### config.mk
export PLATFORM = sky130hd
export DESIGN_NAME = pbseq_top
export DESIGN_NICKNAME = d
export VERILOG_FILES = /design/src/common/pbseq_pkg.sv /design/src/rtl/pbseq_sync.sv /design/src/rtl/pbseq_top.sv
export SDC_FILE = /design/constraint.sdc
export NUM_CORES = 1
export LEC_CHECK = 0
export BUFFER_PORTS_ARGS = -buffer_cell sky130_fd_sc_hd__buf_2
export CORE_UTILIZATION = 58
export DETAILED_ROUTE_END_ITERATION = 8
export HOLD_SLACK_MARGIN = 0.03
export PLACE_DENSITY_LB_ADDON = 0.1
export SETUP_SLACK_MARGIN = 0.2
export SKIP_CTS_REPAIR_TIMING = 1
export SLEW_MARGIN = 0
export SYNTH_ARGS = -nofsm -noshare
export SYNTH_HDL_FRONTEND = slang
export SYNTH_SLANG_ARGS = --single-unit
### constraint.sdc
create_clock -name sys_clk -period 4.26 [get_ports sys_clk]
set_input_delay 0.639 -clock sys_clk [delete_from_list [all_inputs] [get_ports sys_clk]]
set_output_delay 0.639 -clock sys_clk [all_outputs]
set_load 0.01 [all_outputs]
### src/common/pbseq_pkg.sv
// Package: constants, states and carriers of the pushbutton power sequencer
// What this block does
// - Undervoltage in powered state enters soft down
// - Soft down drops wake, good, all regulators
// - Undervoltage cleared after delay: second powerup
// - Soft down passes through off state first
// - Five second press raises long-press event
// - Hard down disables everything, wake, good low
// - One second later hard down enters shipping
// - Held press needs release, then 400ms
// - 400ms press wakes and enables first buck
// - Second buck after first within 8%
// - Third buck after second within 8%
// - Bucks good released 230ms after third
// - Powerup lasts 5s; hold power needed then
// - Down states reset serial control registers
// - One second wait ignores button, hold, power
package pbseq_pkg;

  localparam int unsigned CLK_HZ        = 200_000_000;
  localparam int unsigned TICK_US       = 1000;
  localparam int unsigned TICK_CYC      = CLK_HZ / 1_000_000 * TICK_US;
  localparam int unsigned LONG_PRESS_MS = 5000;
  localparam int unsigned DOWN_MS       = 1000;
  localparam int unsigned PRESS_ON_MS   = 400;
  localparam int unsigned GOOD_MS       = 230;
  localparam int unsigned POWERUP_MS    = 5000;
  localparam int unsigned TICK_W        = 18;
  localparam int unsigned MS_W          = 13;
  localparam logic [MS_W-1:0] LONG_PRESS_TICKS = MS_W'(LONG_PRESS_MS);
  localparam logic [MS_W-1:0] DOWN_TICKS       = MS_W'(DOWN_MS);
  localparam logic [MS_W-1:0] PRESS_ON_TICKS   = MS_W'(PRESS_ON_MS);
  localparam logic [MS_W-1:0] GOOD_TICKS       = MS_W'(GOOD_MS);
  localparam logic [MS_W-1:0] POWERUP_TICKS    = MS_W'(POWERUP_MS);
  localparam logic [MS_W-1:0] MS_ZERO          = '0;

  typedef enum logic [2:0] {
    ST_SHIPPING, ST_OFF, ST_FIRST_POWERUP_STATE, ST_SECOND_POWERUP_STATE, ST_POWERED, ST_HARD_DOWN,
    ST_SOFT_DOWN
  } pbseq_state_t;

  // Sampled pins after synchronisers
  typedef struct packed {
    logic button_pressed;
    logic hold_power;
    logic undervoltage;
    logic ext_power;
    logic [2:0] buck_near;
  } pbseq_in_t;

  typedef struct packed {
    logic       wake;
    logic       good_oe_n;
    logic [2:0] buck_en;
    logic       regs_clear;
  } pbseq_out_t;

endpackage

### src/rtl/pbseq_sync.sv
// Two-flop synchroniser for asynchronous level inputs
`timescale 1ns/1ps
module pbseq_sync #(
  parameter int unsigned WIDTH = 1
) (
  input  wire logic             sys_clk,
  input  wire logic             rst_n,
  input  wire logic [WIDTH-1:0] async_in,
  output logic      [WIDTH-1:0] sync_out
);
  logic [WIDTH-1:0] meta_reg;
  logic [WIDTH-1:0] sync_reg;

  always_ff @(posedge sys_clk or negedge rst_n) begin
    if (!rst_n) begin
      meta_reg <= '0;
      sync_reg <= '0;
    end else begin
      meta_reg <= async_in;
      sync_reg <= meta_reg;
    end
  end

  assign sync_out = sync_reg;
endmodule // pbseq_sync

### src/rtl/pbseq_top.sv
// Pushbutton power state machine with ordered buck enables
`timescale 1ns/1ps
module pbseq_top
  import pbseq_pkg::*;
#(
  parameter int unsigned TICK_CYCLES = TICK_CYC
) (
  input  wire logic       sys_clk,
  input  wire logic       rst_n,
  input  wire logic       button_n,
  input  wire logic       hold_power_in,
  input  wire logic       output_undervoltage,
  input  wire logic       ext_power_in,
  input  wire logic [2:0] buck_near_in,
  output logic            wake_out,
  output logic            bucks_good_out_o,
  output logic            bucks_good_out_oe,
  output logic [2:0]      buck_en_out,
  output logic            regs_clear_out,
  output logic [2:0]      state_out
);

  logic [6:0] raw_in;
  logic [6:0] sync_in;
  pbseq_in_t  pins;

  pbseq_sync #(.WIDTH(7)) u_sync (
    .sys_clk  (sys_clk),
    .rst_n    (rst_n),
    .async_in (raw_in),
    .sync_out (sync_in)
  );

  assign raw_in = {~button_n, hold_power_in, output_undervoltage,
                   ext_power_in, buck_near_in};
  assign pins   = pbseq_in_t'(sync_in);

  pbseq_state_t     state_reg, state_next;
  logic [TICK_W-1:0] tick_cnt_reg, tick_cnt_next;
  logic              tick;
  logic [MS_W-1:0]   press_ms_reg, press_ms_next;
  logic [MS_W-1:0]   state_ms_reg, state_ms_next;
  logic [MS_W-1:0]   good_ms_reg, good_ms_next;
  logic              long_armed_reg, long_armed_next;
  logic              need_release_reg, need_release_next;
  logic              ext_prev_reg, ext_prev_next;
  logic              uv_down_reg, uv_down_next;
  pbseq_out_t        out_reg, out_next;
  logic              press_on, long_press_event, in_down, ext_rise;

  // Slow 1 ms timebase
  assign tick = (tick_cnt_reg == TICK_W'(TICK_CYCLES - 1));
  assign in_down = (state_reg == ST_HARD_DOWN) ||
                   (state_reg == ST_SOFT_DOWN);
  assign press_on = (press_ms_reg >= PRESS_ON_TICKS) && !need_release_reg;
  assign long_press_event = long_armed_reg &&
                            (press_ms_reg >= LONG_PRESS_TICKS);
  assign ext_rise = pins.ext_power && !ext_prev_reg;

  always_comb begin
    tick_cnt_next     = tick ? '0 : tick_cnt_reg + TICK_W'(1);
    press_ms_next     = press_ms_reg;
    state_ms_next     = state_ms_reg;
    good_ms_next      = good_ms_reg;
    long_armed_next   = long_armed_reg;
    need_release_next = need_release_reg;
    ext_prev_next     = pins.ext_power;
    uv_down_next      = uv_down_reg;
    state_next        = state_reg;
    out_next          = out_reg;

    // Press counter restarts on release
    if (!pins.button_pressed) begin
      press_ms_next     = MS_ZERO;
      need_release_next = 1'b0;
      long_armed_next   = 1'b0;
    end else if (tick && press_ms_reg != {MS_W{1'b1}}) begin
      press_ms_next = press_ms_reg + MS_W'(1);
    end
    // Long press counts only if it started in an up state
    if (pins.button_pressed && press_ms_reg == MS_ZERO &&
        (state_reg == ST_FIRST_POWERUP_STATE || state_reg == ST_SECOND_POWERUP_STATE ||
         state_reg == ST_POWERED))
      long_armed_next = 1'b1;

    if (tick && state_ms_reg != {MS_W{1'b1}})
      state_ms_next = state_ms_reg + MS_W'(1);

    out_next.regs_clear = 1'b0;

    case (state_reg)
      ST_SHIPPING, ST_OFF: begin
        out_next.wake      = 1'b0;
        out_next.buck_en   = 3'b000;
        out_next.good_oe_n = 1'b0;
        uv_down_next       = 1'b0;
        // Retry only after an undervoltage drop; host or reset drop stays off
        if (state_reg == ST_OFF && !pins.undervoltage &&
            state_ms_reg == MS_ZERO && !pins.button_pressed &&
            uv_down_reg) begin
          state_next = ST_SECOND_POWERUP_STATE;
        end else if (press_on || ext_rise ||
                     (pins.hold_power && state_reg == ST_OFF)) begin
          state_next = (state_reg == ST_OFF) ? ST_SECOND_POWERUP_STATE : ST_FIRST_POWERUP_STATE;
        end
        if (state_next != state_reg) begin
          state_ms_next     = MS_ZERO;
          need_release_next = pins.button_pressed;
        end
      end
      ST_FIRST_POWERUP_STATE, ST_SECOND_POWERUP_STATE, ST_POWERED: begin
        out_next.wake       = 1'b1;
        out_next.buck_en[0] = 1'b1;
        if (out_reg.buck_en[0] && pins.buck_near[0])
          out_next.buck_en[1] = 1'b1;
        if (out_reg.buck_en[1] && pins.buck_near[1])
          out_next.buck_en[2] = 1'b1;
        // Good counts 230 ms of third buck in band
        if (!(out_reg.buck_en[2] && pins.buck_near[2]))
          good_ms_next = MS_ZERO;
        else if (tick && good_ms_reg < GOOD_TICKS)
          good_ms_next = good_ms_reg + MS_W'(1);
        if (good_ms_reg >= GOOD_TICKS)
          out_next.good_oe_n = 1'b1;
        if (long_press_event) begin
          state_next = ST_HARD_DOWN;
        end else if (state_reg == ST_POWERED) begin
          if (pins.undervoltage || !pins.hold_power) begin
            state_next   = ST_SOFT_DOWN;
            uv_down_next = pins.undervoltage;
          end
        end else if (state_ms_reg >= POWERUP_TICKS) begin
          state_next = ST_POWERED;
        end
      end
      ST_HARD_DOWN, ST_SOFT_DOWN: begin
        // Regulators stay off through the whole wait
        out_next.wake      = 1'b0;
        out_next.good_oe_n = 1'b0;
        out_next.buck_en   = 3'b000;
        out_next.regs_clear = 1'b1;
        if (state_reg == ST_SOFT_DOWN && long_press_event)
          state_next = ST_HARD_DOWN;
        else if (state_ms_reg >= DOWN_TICKS)
          state_next = (state_reg == ST_HARD_DOWN) ?
                       ST_SHIPPING : ST_OFF;
        if (state_next != state_reg)
          need_release_next = pins.button_pressed;
      end
      default: state_next = ST_SHIPPING;
    endcase

    if (state_next != state_reg) begin
      state_ms_next = MS_ZERO;
      good_ms_next  = MS_ZERO;
      if (state_next == ST_HARD_DOWN || state_next == ST_SOFT_DOWN) begin
        out_next.wake      = 1'b0;
        out_next.good_oe_n = 1'b0;
        out_next.buck_en   = 3'b000;
        long_armed_next    = 1'b0;
      end
    end
    // Down wait leaves no press counted on exit
    if (in_down && state_next == state_reg)
      need_release_next = need_release_reg | pins.button_pressed;
  end

  always_ff @(posedge sys_clk or negedge rst_n) begin
    if (!rst_n) begin
      state_reg        <= ST_SOFT_DOWN;
      tick_cnt_reg     <= '0;
      press_ms_reg     <= '0;
      state_ms_reg     <= '0;
      good_ms_reg      <= '0;
      long_armed_reg   <= 1'b0;
      need_release_reg <= 1'b0;
      ext_prev_reg     <= 1'b0;
      uv_down_reg      <= 1'b0;
      // Reset lands in soft down, so serial regs start cleared
      out_reg          <= '{wake: 1'b0, good_oe_n: 1'b0, buck_en: 3'b000,
                            regs_clear: 1'b1};
    end else begin
      state_reg        <= state_next;
      tick_cnt_reg     <= tick_cnt_next;
      press_ms_reg     <= press_ms_next;
      state_ms_reg     <= state_ms_next;
      good_ms_reg      <= good_ms_next;
      long_armed_reg   <= long_armed_next;
      need_release_reg <= need_release_next;
      ext_prev_reg     <= ext_prev_next;
      uv_down_reg      <= uv_down_next;
      out_reg          <= out_next;
    end
  end

  logic [2:0] state_q_reg;
  always_ff @(posedge sys_clk or negedge rst_n) begin
    if (!rst_n)
      state_q_reg <= 3'h6;
    else
      state_q_reg <= state_reg;
  end

  assign wake_out          = out_reg.wake;
  assign bucks_good_out_o  = 1'b0;
  assign bucks_good_out_oe = ~out_reg.good_oe_n;
  assign buck_en_out       = out_reg.buck_en;
  assign regs_clear_out    = out_reg.regs_clear;
  assign state_out         = state_q_reg;

endmodule // pbseq_top

==> flow_metrics.py <==
metrics = {
    "outcome": {
        "status": "finished, final reports clean",
    },
    "critical_path": {
        "reg2reg_setup_slack_ps": 1330,
        "criticalPathCategory": "register to register",
        "cpMaxStageDelayCell": "dfstp_2",
        "worstPathArrival_ps": 3180,
        "cp_slowest_stage_delay_ps": 740,
        "cp_cell_sequence": "or3b_2, a2bb2oi_1, a211oi_1, a211o_1, a21o_1, o21ba_2",
        "crit_required_ps": 4510,
        "worstPathMaxFanout": 19,
        "end_kind": "register",
        "start_kind": "register",
    },
    "placed_design": {
        "portBuffers": 17,
        "gp_congestion": 0.8366,
        "dp_hpwl_um": 5688,
    },
    "worst_hold_path": {
        "hp-class": "register to register",
    },
    "synth": {
        "synth.top_cell.area_share_pct": 47.33,
        "syn_inst": 434,
        "synthFlopType": "dfrtp_1",
        "yosysTopAreaCell": "dfrtp_1",
        "async_flop_share_pct": 100.0,
        "ys_seq_area_share_pct": 50.36,
        "synth-edff-count": 0,
        "syn-num-nets": 450,
        "syn_area_mm2": 0.004335,
        "yosysUniqueCellTypes": 59,
        "avgSynthCellArea_um2": 9.989,
        "ys_warn_count": 0,
        "ys_top_cells_by_area": "dfrtp_1, xnor2_1, nor2_1, xor2_1, dfstp_2",
        "synth_seq_cells": 87,
    },
    "sta": {
        "fin_crit_sh_pct": 68.78,
        "setup_viol": 0,
        "finalMaxSlewViolations": 0,
        "fmax_mhz": 341.3,
        "finalHoldViolCount": 0,
        "finClkSkew_ps": 8.470,
        "rsz0062_at_grt": "false",
        "setup_tns_ps": 0,
        "slew_headroom_pct": 30.24,
        "period_minus_slack_ps": 2930,
        "whs_ps": 353.5,
        "max_slew.worst_pin.slew_ps": 1046,
    },
    "die": {
        "die_w_um": 88.46,
        "die_h_um": 88.46,
        "pin_count": 19,
        "dieArea_mm2": 0.007824,
        "core_mm2": 0.007253,
        "rows": 31,
        "start_util_pct": 59.77,
    },
    "run": {
        "max_cap_viol_count": 0,
    },
    "grt": {
        "grt_max_degree": 88,
        "grt_pass1_vias": 2944,
        "grt_use_total_pct": 23.49,
        "grt_pass1_wl_um": 13980,
        "antenna_found_initial": 0,
        "grt_overflow_total": 0,
    },
    "layout": {
        "synthToLayoutAreaGrowth_pct": 8.196,
        "largest_reg_flops": 18,
        "antenna_cells": 0,
        "drive_above_1_share_pct": 12.03,
        "num-nets-final": 460,
    },
    "route": {
        "post-route-drc-count": 0,
        "dr.pass1.iters": 4,
        "drt_iter0_markers": 170,
        "antenna_left": 0,
        "wirelength_um": 8271,
        "routedWlPerCell_um": 15.09,
        "post_drt_via_cell_ratio": 5.743,
        "via_count": 3147,
    },
    "pwr": {
        "power_density_mw_per_mm2": 322.1,
        "p_leak_nw": 2.010,
        "p_total_mw": 1.511,
        "irDropWorstVdd_v": 0.0002251,
    },
    "clock_tree": {
        "cts_buffer_depth": 2,
        "numCtsBuffers": 9,
        "cts_root_buf": "clkbuf_8",
        "clock_latency_ps": 360,
        "cts_sinks": 87,
        "clk_pin_slew_worst_paths_ps": 90,
        "htreeDepth": 3,
        "cts_tree": "done",
    },
}
-- cell families (layout without fill, tap and decap cells) --
logic type,after synthesis,in the layout,share of synthesized area [%]
multiplexers,1,1,0.2309
XOR/XNOR,44,44,8.889
other,1,1,0.08650
AND/OR/NAND/NOR,196,196,24.16
AO/OA/AOI/OAI,65,65,10.85
flip-flops,87,87,50.36
adder cells (fa/ha/maj),7,7,2.020
buffers and inverters,33,48,3.406
-- layer usage --
layer	wire length, um	GRT usage, %
met5	0	0
met4	102	7.331
met3	285	5.224
met2	3811	35.52
met1	4072	33.78
-- placed cells by master (no fill, tap or decap), types with 5 or more instances in the layout --
master and instances:
xor2_1 17, nor3_1 10, nand4_1 16, nand3_1 26, clkbuf_8 10, ha_1 7
nor2_1 50, inv_1 13, buf_2 16, a21oi_1 11, xnor2_1 27, dfstp_2 5
and3_1 11, dfrtp_1 82, nor2b_1 8, nand2_1 31, and2_1 13, a41oi_1 5
o21ai_0 13
-- power breakdown --
| group | internal, mW | switching, mW |
|---|---|---|
| registers | 0.833 | 0.00502 |
| logic | 0.00713 | 0.0214 |
| clock network | 0.349 | 0.295 |
| total | 1.19 | 0.322 |
-- path summary, 6_finish.rpt --
kind | cells after the start | startpoint | end
setup / recovery | 6 | state_reg[2]$_DFF_PN1_ | good_ms_reg[11]$_DFFE_PN0P_
hold / removal | 0 | u_sync.meta_reg[5]$_DFF_PN0_ | u_sync.sync_out[5]$_DFF_PN0_
setup reg to reg | 6 | state_reg[2]$_DFF_PN1_ | good_ms_reg[11]$_DFFE_PN0P_
hold reg to reg | 0 | u_sync.meta_reg[5]$_DFF_PN0_ | u_sync.sync_out[5]$_DFF_PN0_
max in group asynchronous | 1 | rst_n | u_sync.meta_reg[1]$_DFF_PN0_
min in group asynchronous | 1 | rst_n | press_ms_reg[4]$_DFFE_PN0P_
-- metrics by stage --
step	instance area, um^2	cells	setup slack, ps	util (%)
final	4691	548	1330	64.67
after global routing	4691	548	1161	64.67
after CTS	4691	548	1318	64.67
after detailed placement	4463	532	1330	61.53
after global placement	4463	532	1416	61.53
after floorplan	4335	434	1940	-
-- worst max-delay path: cells and delay by family (launching register included) --
family | cells | cell delay, ps
AO/OA/AOI/OAI | 5 | 1590
AND/OR/NAND/NOR | 1 | 500
flip-flops | 1 | 740
-- Yosys cell counts (3+ instances only) --
cell	count
nor4b_2	3
xnor2_1	27
ha_1	7
o31ai_1	3
buf_2	4
a21oi_1	11
dfstp_2	5
o221ai_1	3
a211o_1	3
nor4b_1	3
o21ai_0	13
a41oi_1	5
buf_4	5
xor2_1	17
nor3_1	10
and3_1	11
nand3_1	26
nor4bb_1	3
nor2b_1	8
and2_1	13
a211oi_1	4
nor4_1	4
nand2b_1	3
nand2_1	31
dfrtp_1	82
nor2_1	50
a31oi_1	3
nand4_1	16
nor2_2	3
inv_1	13
clkbuf_1	11
-- layout make-up --
class	instances	area (um^2)
clock buffers	10	137.6
flip-flops and latches	87	2183
fillers	586	2562
repair buffers	19	102.6
well taps	99	123.9
clock inverters	6	90.09
inverters	13	48.80
multi-input cells	314	2004
(Power assumes the default switching activity.)
